--- src/dlic_pkg.sv ---
// Constants and types shared by the drive logic input control block
`default_nettype none
package dlic_pkg;
   localparam int ADDR_W = 8;
   localparam int DATA_W = 32;
   localparam int SP_W = 16;
   localparam int NC = 8;
   localparam int REP_W = 24;
   localparam int DEB_W = 20;
   localparam int GATE_W = 24;

   // Register byte offsets
   localparam logic [7:0] REG_CTRL = 8'h00;
   localparam logic [7:0] REG_JOG = 8'h04;
   localparam logic [7:0] REG_RATE = 8'h08;
   localparam logic [7:0] REG_PRESET0 = 8'h0C;
   localparam logic [7:0] REG_PRESET3 = 8'h18;
   localparam logic [7:0] REG_STATUS = 8'h1C;
   localparam logic [7:0] REG_LEAD = 8'h20;
   localparam logic [7:0] REG_FB = 8'h24;
   localparam logic [7:0] REG_DRIVE = 8'h28;

   // Contact index within the closure vector
   localparam int C_RUN = 0;
   localparam int C_JOG = 1;
   localparam int C_RSTOP = 2;
   localparam int C_FSTOP = 3;
   localparam int C_MODE = 4;
   localparam int C_PRESEL = 5;
   localparam int C_INC = 6;
   localparam int C_SHARED = 7;

   localparam logic [1:0] ROLE_DEC = 2'h1;
   localparam logic [1:0] ROLE_LOOP = 2'h2;
   localparam logic [1:0] ALLOC_NONE = 2'h0;
   localparam logic [1:0] ALLOC_FREQ = 2'h1;
   localparam logic [1:0] ALLOC_SETPT = 2'h2;
   localparam logic [1:0] ALLOC_OFFSET = 2'h3;

   localparam logic [15:0] SPEED_FULL = 16'hFFFF;
   localparam logic [15:0] RATE_RST = 16'h0001;
   localparam logic [15:0] JOG_RST = 16'h0000;
   localparam logic [15:0] PRESET_RST = 16'h0000;
   localparam int RATIO_SHIFT = 8;
   localparam int GAIN_SHIFT = 2;

   // Timing: clock period in ns, times in ms
   localparam int CLK_NS = 100;
   localparam int NS_PER_MS = 1000000;
   localparam int DEB_MS = 10;
   localparam int REPEAT_MS = 500;
   localparam int GATE_MS = 100;
   localparam int DEB_CYC_DEF = DEB_MS * (NS_PER_MS / CLK_NS);
   localparam int REPEAT_CYC_DEF = REPEAT_MS * (NS_PER_MS / CLK_NS);
   localparam int GATE_CYC_DEF = GATE_MS * (NS_PER_MS / CLK_NS);

   typedef enum logic [2:0] {ST_IDLE, ST_RUN, ST_JOG, ST_RSTOP, ST_FSTOP} dlic_state_e;

   typedef struct packed {
      logic [1:0] alloc;
      logic [1:0] role;
   } dlic_ctrl_s;

   localparam dlic_ctrl_s CTRL_RST = '{alloc: ALLOC_NONE, role: ROLE_DEC};
endpackage
`default_nettype wire

--- src/dlic_top.sv ---
// Contact and pulse input control logic of a DC motor speed drive
//
// Operation
// - Momentary run closure latches running state
// - Run refused unless both stops closed
// - Jog runs only while contact held
// - Jog needs stops closed, run open
// - Ramped stop opening latches ramped deceleration
// - Fast stop opening zeroes speed immediately
// - Mode input open master, closed follower
// - Mode and choice input pick preset
// - Increment closure raises setpoint one unit
// - Held increment repeats every half second
// - Role setting: decrement or loop type
// - Decrement closure lowers setpoint one unit
// - Held decrement repeats every half second
// - Closed loop drives error to zero
// - Open loop follows setpoint, ignores feedback
// - Lost feedback in closed loop commands full speed output while the speed command is nonzero
// - Measure lead pulse train speed
// - Measure feedback pulse train speed
// - Allocation routes analog input
`default_nettype none
module dlic_top #(
   parameter int DEB_CYC = dlic_pkg::DEB_CYC_DEF,
   parameter int REPEAT_CYC = dlic_pkg::REPEAT_CYC_DEF,
   parameter int GATE_CYC = dlic_pkg::GATE_CYC_DEF
) (
   // Clock, reset, enable
   input wire logic clk_i,
   input wire logic sys_rst_i,
   input wire logic ce_i,
   // Register port
   input wire logic [7:0] addr_i,
   input wire logic [31:0] wdata_i,
   input wire logic we_i,
   input wire logic re_i,
   output logic [31:0] rdata_o,
   // Contacts, low while closed to common
   input wire logic run_n_i,
   input wire logic jog_n_i,
   input wire logic rstop_n_i,
   input wire logic fstop_n_i,
   input wire logic mode_n_i,
   input wire logic presel_n_i,
   input wire logic inc_n_i,
   input wire logic shared_n_i,
   // Pulse trains and analog sample
   input wire logic lead_pulse_i,
   input wire logic fb_pulse_i,
   input wire logic [15:0] analog_i,
   // Drive side
   output logic [15:0] speed_cmd_o,
   output logic [15:0] drive_o,
   output logic running_o,
   output logic jog_active_o,
   output logic follower_o,
   output logic closed_loop_o,
   output logic fb_lost_o,
   output logic full_speed_hazard_o
);
   typedef logic [15:0] dlic_val_t;

   function automatic dlic_val_t sat_step(input dlic_val_t v, input logic up);
      if (up) begin
         sat_step = (v == dlic_pkg::SPEED_FULL) ? v : v + 16'h0001;
      end else begin
         sat_step = (v == 16'h0000) ? v : v - 16'h0001;
      end
   endfunction

   function automatic dlic_val_t clamp_s(input logic signed [18:0] v);
      if (v < 19'sh00000) begin
         clamp_s = 16'h0000;
      end else if (v > 19'sh0FFFF) begin
         clamp_s = dlic_pkg::SPEED_FULL;
      end else begin
         clamp_s = v[15:0];
      end
   endfunction

   // Contact synchronisers and debouncers
   logic [7:0] s1_q, s2_q, s3_q, closed_q, prev_q;
   logic [19:0] deb_q [8];
   wire logic [7:0] pins = {shared_n_i, inc_n_i, presel_n_i, mode_n_i,
                            fstop_n_i, rstop_n_i, jog_n_i, run_n_i};

   always_ff @(posedge clk_i or posedge sys_rst_i) begin
      if (sys_rst_i) begin
         s1_q <= 8'hFF;
         s2_q <= 8'hFF;
         s3_q <= 8'hFF;
      end else if (ce_i) begin
         s1_q <= pins;
         s2_q <= s1_q;
         s3_q <= s2_q;
      end
   end

   // A change must hold for DEB_CYC cycles; stop openings shorter than that are bounce
   always_ff @(posedge clk_i or posedge sys_rst_i) begin
      if (sys_rst_i) begin
         closed_q <= 8'h00;
         prev_q <= 8'h00;
         for (int i = 0; i < dlic_pkg::NC; i++) deb_q[i] <= 20'h00000;
      end else if (ce_i) begin
         prev_q <= closed_q;
         for (int i = 0; i < dlic_pkg::NC; i++) begin
            if (s2_q[i] == s3_q[i] && s2_q[i] == closed_q[i]) begin
               if (deb_q[i] == 20'(DEB_CYC - 1)) begin
                  closed_q[i] <= ~s2_q[i];
                  deb_q[i] <= 20'h00000;
               end else begin
                  deb_q[i] <= deb_q[i] + 20'h00001;
               end
            end else begin
               deb_q[i] <= 20'h00000;
            end
         end
      end
   end

   wire logic [7:0] rise = closed_q & ~prev_q;
   wire logic stops_ok = closed_q[dlic_pkg::C_RSTOP] & closed_q[dlic_pkg::C_FSTOP];
   wire logic run_rise = rise[dlic_pkg::C_RUN] & stops_ok;
   wire logic jog_ok = closed_q[dlic_pkg::C_JOG] & ~closed_q[dlic_pkg::C_RUN]
                       & stops_ok;

   // Run / jog / stop state
   dlic_pkg::dlic_state_e st_q, st_d;

   always_comb begin
      st_d = st_q;
      case (st_q)
         dlic_pkg::ST_RUN: st_d = st_q;
         dlic_pkg::ST_JOG: begin
            if (!closed_q[dlic_pkg::C_JOG]) st_d = dlic_pkg::ST_IDLE;
         end
         default: begin
            if (run_rise) begin
               st_d = dlic_pkg::ST_RUN;
            end else if (jog_ok) begin
               st_d = dlic_pkg::ST_JOG;
            end
         end
      endcase
      if (!closed_q[dlic_pkg::C_FSTOP]) begin
         st_d = dlic_pkg::ST_FSTOP;
      end else if (!closed_q[dlic_pkg::C_RSTOP] && st_q != dlic_pkg::ST_FSTOP) begin
         st_d = dlic_pkg::ST_RSTOP;
      end
   end

   always_ff @(posedge clk_i or posedge sys_rst_i) begin
      if (sys_rst_i) st_q <= dlic_pkg::ST_IDLE;
      else if (ce_i) st_q <= st_d;
   end

   // Registers
   dlic_pkg::dlic_ctrl_s ctrl_q;
   dlic_val_t jog_q, rate_q;
   dlic_val_t preset_q [4];
   wire logic follower = closed_q[dlic_pkg::C_MODE];
   wire logic [1:0] idx = {follower, closed_q[dlic_pkg::C_PRESEL]};
   wire logic dec_en = ctrl_q.role == dlic_pkg::ROLE_DEC;
   wire logic loop_en = ctrl_q.role == dlic_pkg::ROLE_LOOP;
   wire logic open_loop = loop_en & closed_q[dlic_pkg::C_SHARED];
   wire logic pre_wr = we_i && addr_i >= dlic_pkg::REG_PRESET0
                       && addr_i <= dlic_pkg::REG_PRESET3 && addr_i[1:0] == 2'h0;
   // Cut after the shift: a narrow cut before it would drop the index bits
   wire logic [1:0] pre_idx = 2'(8'(addr_i - dlic_pkg::REG_PRESET0) >> 2);

   // Scroll auto-repeat: first step on closure, then one per REPEAT_CYC while held
   logic [23:0] rep_q [2];
   logic [1:0] rep_hit;
   wire logic [1:0] held = {closed_q[dlic_pkg::C_SHARED] & dec_en,
                            closed_q[dlic_pkg::C_INC]};

   always_comb begin
      for (int k = 0; k < 2; k++) begin
         rep_hit[k] = held[k] && rep_q[k] == 24'(REPEAT_CYC - 1);
      end
   end

   always_ff @(posedge clk_i or posedge sys_rst_i) begin
      if (sys_rst_i) begin
         rep_q[0] <= 24'h000000;
         rep_q[1] <= 24'h000000;
      end else if (ce_i) begin
         for (int k = 0; k < 2; k++) begin
            if (!held[k] || rep_hit[k]) rep_q[k] <= 24'h000000;
            else rep_q[k] <= rep_q[k] + 24'h000001;
         end
      end
   end

   wire logic step_up = rise[dlic_pkg::C_INC] | rep_hit[0];
   wire logic step_dn = dec_en & (rise[dlic_pkg::C_SHARED] | rep_hit[1]);

   always_ff @(posedge clk_i or posedge sys_rst_i) begin
      if (sys_rst_i) begin
         ctrl_q <= dlic_pkg::CTRL_RST;
         jog_q <= dlic_pkg::JOG_RST;
         rate_q <= dlic_pkg::RATE_RST;
         for (int p = 0; p < 4; p++) preset_q[p] <= dlic_pkg::PRESET_RST;
      end else if (ce_i) begin
         if (we_i && addr_i == dlic_pkg::REG_CTRL) ctrl_q <= wdata_i[3:0];
         if (we_i && addr_i == dlic_pkg::REG_JOG) jog_q <= wdata_i[15:0];
         if (we_i && addr_i == dlic_pkg::REG_RATE) rate_q <= wdata_i[15:0];
         // A software write to the active preset wins over a scroll step
         if (pre_wr) begin
            preset_q[pre_idx] <= wdata_i[15:0];
         end
         if (!(pre_wr && pre_idx == idx) && step_up != step_dn) begin
            preset_q[idx] <= sat_step(preset_q[idx], step_up);
         end
      end
   end

   // Pulse train measurement: edges counted over a gate window
   logic [1:0] p1_q, p2_q, p3_q, plev_q;
   logic [15:0] acc_q [2];
   logic [15:0] lead_cnt_q, fb_cnt_q;
   logic [23:0] gate_q;
   logic fb_lost_q;
   wire logic gate_end = gate_q == 24'(GATE_CYC - 1);
   wire logic [1:0] pedge = p2_q & p3_q & ~plev_q;

   always_ff @(posedge clk_i or posedge sys_rst_i) begin
      if (sys_rst_i) begin
         p1_q <= 2'h0;
         p2_q <= 2'h0;
         p3_q <= 2'h0;
         plev_q <= 2'h0;
         gate_q <= 24'h000000;
         acc_q[0] <= 16'h0000;
         acc_q[1] <= 16'h0000;
         lead_cnt_q <= 16'h0000;
         fb_cnt_q <= 16'h0000;
         fb_lost_q <= 1'b0;
      end else if (ce_i) begin
         p1_q <= {fb_pulse_i, lead_pulse_i};
         p2_q <= p1_q;
         p3_q <= p2_q;
         for (int k = 0; k < 2; k++) begin
            if (p2_q[k] == p3_q[k]) plev_q[k] <= p2_q[k];
            if (gate_end) acc_q[k] <= 16'(pedge[k]);
            else if (pedge[k]) acc_q[k] <= sat_step(acc_q[k], 1'b1);
         end
         gate_q <= gate_end ? 24'h000000 : gate_q + 24'h000001;
         if (gate_end) begin
            lead_cnt_q <= acc_q[0];
            fb_cnt_q <= acc_q[1];
            fb_lost_q <= acc_q[1] == 16'h0000;
         end
      end
   end

   // Setpoint, analog routing and target speed
   wire logic [1:0] alloc = ctrl_q.alloc;
   wire dlic_val_t sp = (alloc == dlic_pkg::ALLOC_SETPT) ? analog_i : preset_q[idx];
   wire dlic_val_t lead_v = (alloc == dlic_pkg::ALLOC_FREQ) ? analog_i : lead_cnt_q;
   wire logic [31:0] ratio = lead_v * sp;
   wire dlic_val_t fol = ratio[dlic_pkg::RATIO_SHIFT +: 16];
   wire dlic_val_t ofs = (alloc == dlic_pkg::ALLOC_OFFSET) ? analog_i : 16'h0000;
   wire dlic_val_t fol_sp = clamp_s(19'(fol) + 19'(ofs));
   dlic_val_t target;

   always_comb begin
      target = 16'h0000;
      case (st_q)
         dlic_pkg::ST_RUN: target = follower ? fol_sp : sp;
         dlic_pkg::ST_JOG: target = jog_q;
         default: target = 16'h0000;
      endcase
   end

   // Speed ramp and drive output
   dlic_val_t speed_q, speed_d, drive_q, drive_d;
   wire logic signed [18:0] up_s = 19'(speed_q) + 19'(rate_q);
   wire logic signed [18:0] dn_s = 19'(speed_q) - 19'(rate_q);
   wire logic signed [18:0] err = 19'(speed_q) - 19'(fb_cnt_q);
   wire logic hazard = fb_lost_q & ~open_loop & speed_q != 16'h0000;

   always_comb begin
      if (st_q == dlic_pkg::ST_FSTOP) begin
         speed_d = 16'h0000;
      end else if (speed_q < target) begin
         speed_d = (up_s > 19'(target)) ? target : clamp_s(up_s);
      end else if (speed_q > target) begin
         speed_d = (dn_s < $signed(19'(target))) ? target : clamp_s(dn_s);
      end else begin
         speed_d = speed_q;
      end
      // Hazard kept on purpose: lost feedback in closed loop runs flat out
      if (hazard) begin
         drive_d = dlic_pkg::SPEED_FULL;
      end else if (open_loop || speed_q == 16'h0000) begin
         drive_d = speed_q;
      end else begin
         drive_d = clamp_s(19'(drive_q) + (err >>> dlic_pkg::GAIN_SHIFT));
      end
   end

   always_ff @(posedge clk_i or posedge sys_rst_i) begin
      if (sys_rst_i) begin
         speed_q <= 16'h0000;
         drive_q <= 16'h0000;
      end else if (ce_i) begin
         speed_q <= speed_d;
         drive_q <= drive_d;
      end
   end

   // Read port
   logic [31:0] rdata_q;
   wire logic [31:0] status = {17'h00000, fb_lost_q, open_loop, follower,
                               4'(st_q), closed_q};
   logic [31:0] rd_mux;

   always_comb begin
      if (addr_i == dlic_pkg::REG_CTRL) rd_mux = 32'(ctrl_q);
      else if (addr_i == dlic_pkg::REG_JOG) rd_mux = 32'(jog_q);
      else if (addr_i == dlic_pkg::REG_RATE) rd_mux = 32'(rate_q);
      else if (pre_wr || (addr_i >= dlic_pkg::REG_PRESET0
               && addr_i <= dlic_pkg::REG_PRESET3 && addr_i[1:0] == 2'h0))
         rd_mux = 32'(preset_q[pre_idx]);
      else if (addr_i == dlic_pkg::REG_STATUS) rd_mux = status;
      else if (addr_i == dlic_pkg::REG_LEAD) rd_mux = 32'(lead_cnt_q);
      else if (addr_i == dlic_pkg::REG_FB) rd_mux = 32'(fb_cnt_q);
      else if (addr_i == dlic_pkg::REG_DRIVE) rd_mux = 32'(drive_q);
      else rd_mux = 32'h00000000;
   end

   always_ff @(posedge clk_i or posedge sys_rst_i) begin
      if (sys_rst_i) rdata_q <= 32'h00000000;
      else if (ce_i) rdata_q <= re_i ? rd_mux : 32'h00000000;
   end

   assign rdata_o = rdata_q;
   assign speed_cmd_o = speed_q;
   assign drive_o = drive_q;
   assign running_o = st_q == dlic_pkg::ST_RUN;
   assign jog_active_o = st_q == dlic_pkg::ST_JOG;
   assign follower_o = follower;
   assign closed_loop_o = ~open_loop;
   assign fb_lost_o = fb_lost_q;
   assign full_speed_hazard_o = hazard;

   wire logic idle_like = st_q != dlic_pkg::ST_RUN && st_q != dlic_pkg::ST_JOG;
endmodule
`default_nettype wire

--- config.mk ---
export PLATFORM = sky130hd
export DESIGN_NAME = dlic_top
export DESIGN_NICKNAME = d
export VERILOG_FILES = /design/src/dlic_pkg.sv /design/src/dlic_top.sv
export SDC_FILE = /design/constraint.sdc
export NUM_CORES = 2
export LEC_CHECK = 0
export BUFFER_PORTS_ARGS = -buffer_cell sky130_fd_sc_hd__buf_4
export CORE_AREA = 3 3 213 319
export CTS_CLUSTER_DIAMETER = 40
export DETAILED_ROUTE_END_ITERATION = 7
export DIE_AREA = 0 0 216 322
export PLACE_DENSITY = 0.75
export REMOVE_ABC_BUFFERS = 1
export SYNTH_ARGS = -nofsm -noshare
export SYNTH_HDL_FRONTEND = slang
export SYNTH_SLANG_ARGS = --single-unit
--- constraint.sdc ---
create_clock -name clk_i -period 18.4 [get_ports clk_i]
set_input_delay 5.52 -clock clk_i [delete_from_list [all_inputs] [get_ports clk_i]]
set_output_delay 5.52 -clock clk_i [all_outputs]
set_load 0.01 [all_outputs]
==> key figures <==
Outcome
  • Status: finished clean

Yosys
  • Post-synth cell types: 79
  • Seq/Total Area, Yosys: 32.7%
  • Synth area leaders: dfrtp_1 31%, fa_1 9.1%, ha_1 7.2%, o21ai_0 4.9%, nor2_1 4.7%
  • Synth Flop Type: dfrtp_1
  • Mapped Cells: 4245
  • Largest area contributor in the netlist: dfrtp_1
  • FFs w/ async S/R, synth: 100%
  • Flops & latches, synth: 491
  • Share of the synthesized area in the top cell type: 30.8%
  • Netlist Area Pre-Place: 0.0377 sq mm
  • Synth warnings: 0
  • Post-synth EDFFs: 0
  • Syn_area_per_cell: 8.89 sq um

Critical path
  • WS Path Type: in2reg
  • Data required time of the worst path: 18.91 ns
  • Crit end category: flop
  • Reg2Reg Depth: 43
  • R2R Path Start: closed_q[5]$_DFFE_PP0P_
  • Data arrival, critical path: 17.10 ns
  • Slowest library cell on the worst path: mux2i_1
  • Reg-to-reg endpoint: speed_cmd_o[14]$_DFFE_PP0P_
  • Max stage delay on crit path: 0.67 ns
  • Reg2Reg Setup Slack: 5.26 ns
  • Setup crit start kind: input pin
  • Worst-path maximum fanout: 12

Power and ir drop
  • Combinational power share: 47.0%
  • Clk network pwr share: 25.4%
  • Leak: 19.1 nW
  • Power Density: 116 mW/mm^2
  • Internal Power: 2.80 mW
  • Max VDD drop: 267 uV
  • Sw Pwr: 1.99 mW
  • Reg power frac: 27.7%
  • Switching part of the total: 41.6%

Clock tree
  • CTS H-tree depth: 2
  • Clock-pin slew on the worst setup and hold paths: 0.06 ns
  • Clock tree sinks: 491
  • Root Buffer: clkbuf_16
  • Post-CTS Setup Repair Bufs: 0
  • Hold-fix buffers, CTS: 0
  • Cts bufs inserted: 58
  • Clk_lat worst skew: 0.65 ns
  • # resized after CTS: 0
  • CTS tree: built
  • Clock buffer depth: 3

Die
  • Rows: 115
  • Die height: 322 um
  • IO Count: 141
  • Area of the core: 0.0656 sq mm
  • Die width: 216 um
  • Die area: 0.0696 sq mm
  • Starting Density: 57.5%

Routing
  • Final ANT Viol Nets: 0
  • Routed vias: 32500
  • DRC: 0
  • DRT iter0 DRCs: 2660
  • Drt pass-1 iters: 8
  • Drt wl/cell: 21.0 um
  • WL final: 109 mm
  • Vias per inst: 6.25

Global routing
  • Grt ovf: 0
  • First-pass GRT wire length: 173 mm
  • Initial antenna violation count: 5
  • Largest net degree at the start of global routing: 180
  • Tot GR Track Use: 31.2%
  • Vias in the first global route: 32200

Finish
  • Util after Layout: 62.9%
  • Area grow syn2layout: 9.38%
  • Share of layout cells above drive strength 1: 9.67%
  • Commonest non-fill, non-tap cell in the layout: nor2_1
  • Commonest non-fill, non-tap cells in the layout: 469 x nor2_1, 465 x dfrtp_1, 440 x nand2_1
  • Final nets: 4735

Worst hold path
  • Hold Path End: gate_q[23]$_DFFE_PP0P_
  • Worst Hold Depth: 1
  • Min-delay src: gate_q[23]$_DFFE_PP0P_
  • Hold Path Class: reg2reg

STA
  • Final period utilization: 90.1%
  • Worst-margin pin slew: 1.23 ns
  • Slew HR: 17.6%
  • Setup ws final: 1.81 ns
  • # setup viols final: 0
  • Clock Skews: 0.0400 ns
  • Highest Clock Rate: 60.3 MHz
  • RSZ-0062 raised after global routing: no
  • Final hold violation count: 0
  • Min Tclk post-route: 16.59 ns
  • Final slew viol count: 0

Placed design
  • Dpl ws: 1.36 ns
  • Port bufs: 108
  • GPL Wtd Cong: 0.971
  • Placed wire-length estimate: 79.4 mm

Run
  • Max_cap viols: 0
[power groups by stage]
stage / sequential, mW / combinational (mW) / clock (mW)
2_1_floorplan: 1.29 / 1.59 / 0
3_3_place_gp: 1.34 / 2.16 / 0
3_5_place_dp: 1.34 / 2.19 / 0
4_1_cts: 1.32 / 2.22 / 1.23
5_1_grt: 1.33 / 2.51 / 1.28
6_report: 1.33 / 2.25 / 1.22
[Yosys cell counts, drive strengths merged, types with 57 or more instances]
cell type  instances
a21oi            169
a221oi            57
and3             126
clkbuf           156
dfrtp            465
fa               171
ha               218
inv              317
mux2              78
nand2            440
nand2b            69
nand3            101
nor2             469
nor3              79
o21ai            369
xnor2            107
xor2              91
[worst max-delay path, delay by kind of cell]
family          cells  cell delay, ns
compound gates     17            4.05
fa+ha+maj           9            3.65
simple gates        9            2.06
mux                 1            0.67
buf+inv             5            0.57
xor+xnor            1            0.57
[through the flow]
stage	total power [mW]	area, sq um	hold WS [ns]	TNS, ns	instances
floorplan	2.88	36900	0.437	-363.36	4064
global placement	3.49	39200	0.452	0	5092
detailed placement	3.53	39200	0.455	0	5092
CTS	4.77	41300	0.473	0	5199
global route	5.12	41300	0.494	0	5203
finish	4.79	41300	0.470	0	5203
[layer usage]
metal	track usage [%]	routed length, um	share of wire [%]	vias up
met5	0	13	0.012	-
met4	20.5	8290	7.6	2
met3	5.33	8000	7.3	397
met2	52.5	52600	48	1343
met1	36.8	40500	37	15800
li1	-	-	-	15000
[layout make-up]
cell class / count / area [sq um]
Inverter: 317 / 1200
Tap cell: 877 / 1100
Clock inverter: 29 / 375
Multi-Input combinational cell: 3256 / 23500
Antenna cell: 4 / 10.0
Fill cell: 5635 / 24300
Clock buffer: 78 / 1650
Timing Repair Buffer: 151 / 1160
Sequential cell: 491 / 12300
[worst max path at each step]
stage / start / to / slack [ns]
after CTS: analog_i[4] / speed_cmd_o[14]$_DFFE_PP0P_ / 2.00
after detailed placement: analog_i[4] / speed_cmd_o[14]$_DFFE_PP0P_ / 1.36
after global placement: analog_i[4] / speed_cmd_o[14]$_DFFE_PP0P_ / 1.34
after global routing: analog_i[4] / speed_cmd_o[14]$_DFFE_PP0P_ / 1.11
after floorplan: sys_rst_i / acc_q[0]$_DFFE_PP0P_ / -0.78
final: analog_i[4] / speed_cmd_o[14]$_DFFE_PP0P_ / 1.81
[state kept, by name, summed over array words and instances, names as in the netlist, 24 cells and up]
register	cells
deb_q	160
preset_q	64
rep_q	48
acc_q	32
gate_q	24
[logic make-up (layout without fill, tap and decap cells)]
logic type / after synthesis / in the layout / synth area share, %
and+or+nand+nor: 1516 / 1516 / 18.9
AOI/OAI and AO/OA: 979 / 979 / 16.5
buffers and inverters: 513 / 575 / 5.45
DFF: 491 / 491 / 32.7
adders and majority gates: 389 / 389 / 16.3
xor gates and xnor gates: 198 / 198 / 4.60
muxes: 158 / 158 / 5.53
other: 1 / 20 / 0.00994
Power figures use the tool's default switching activity.
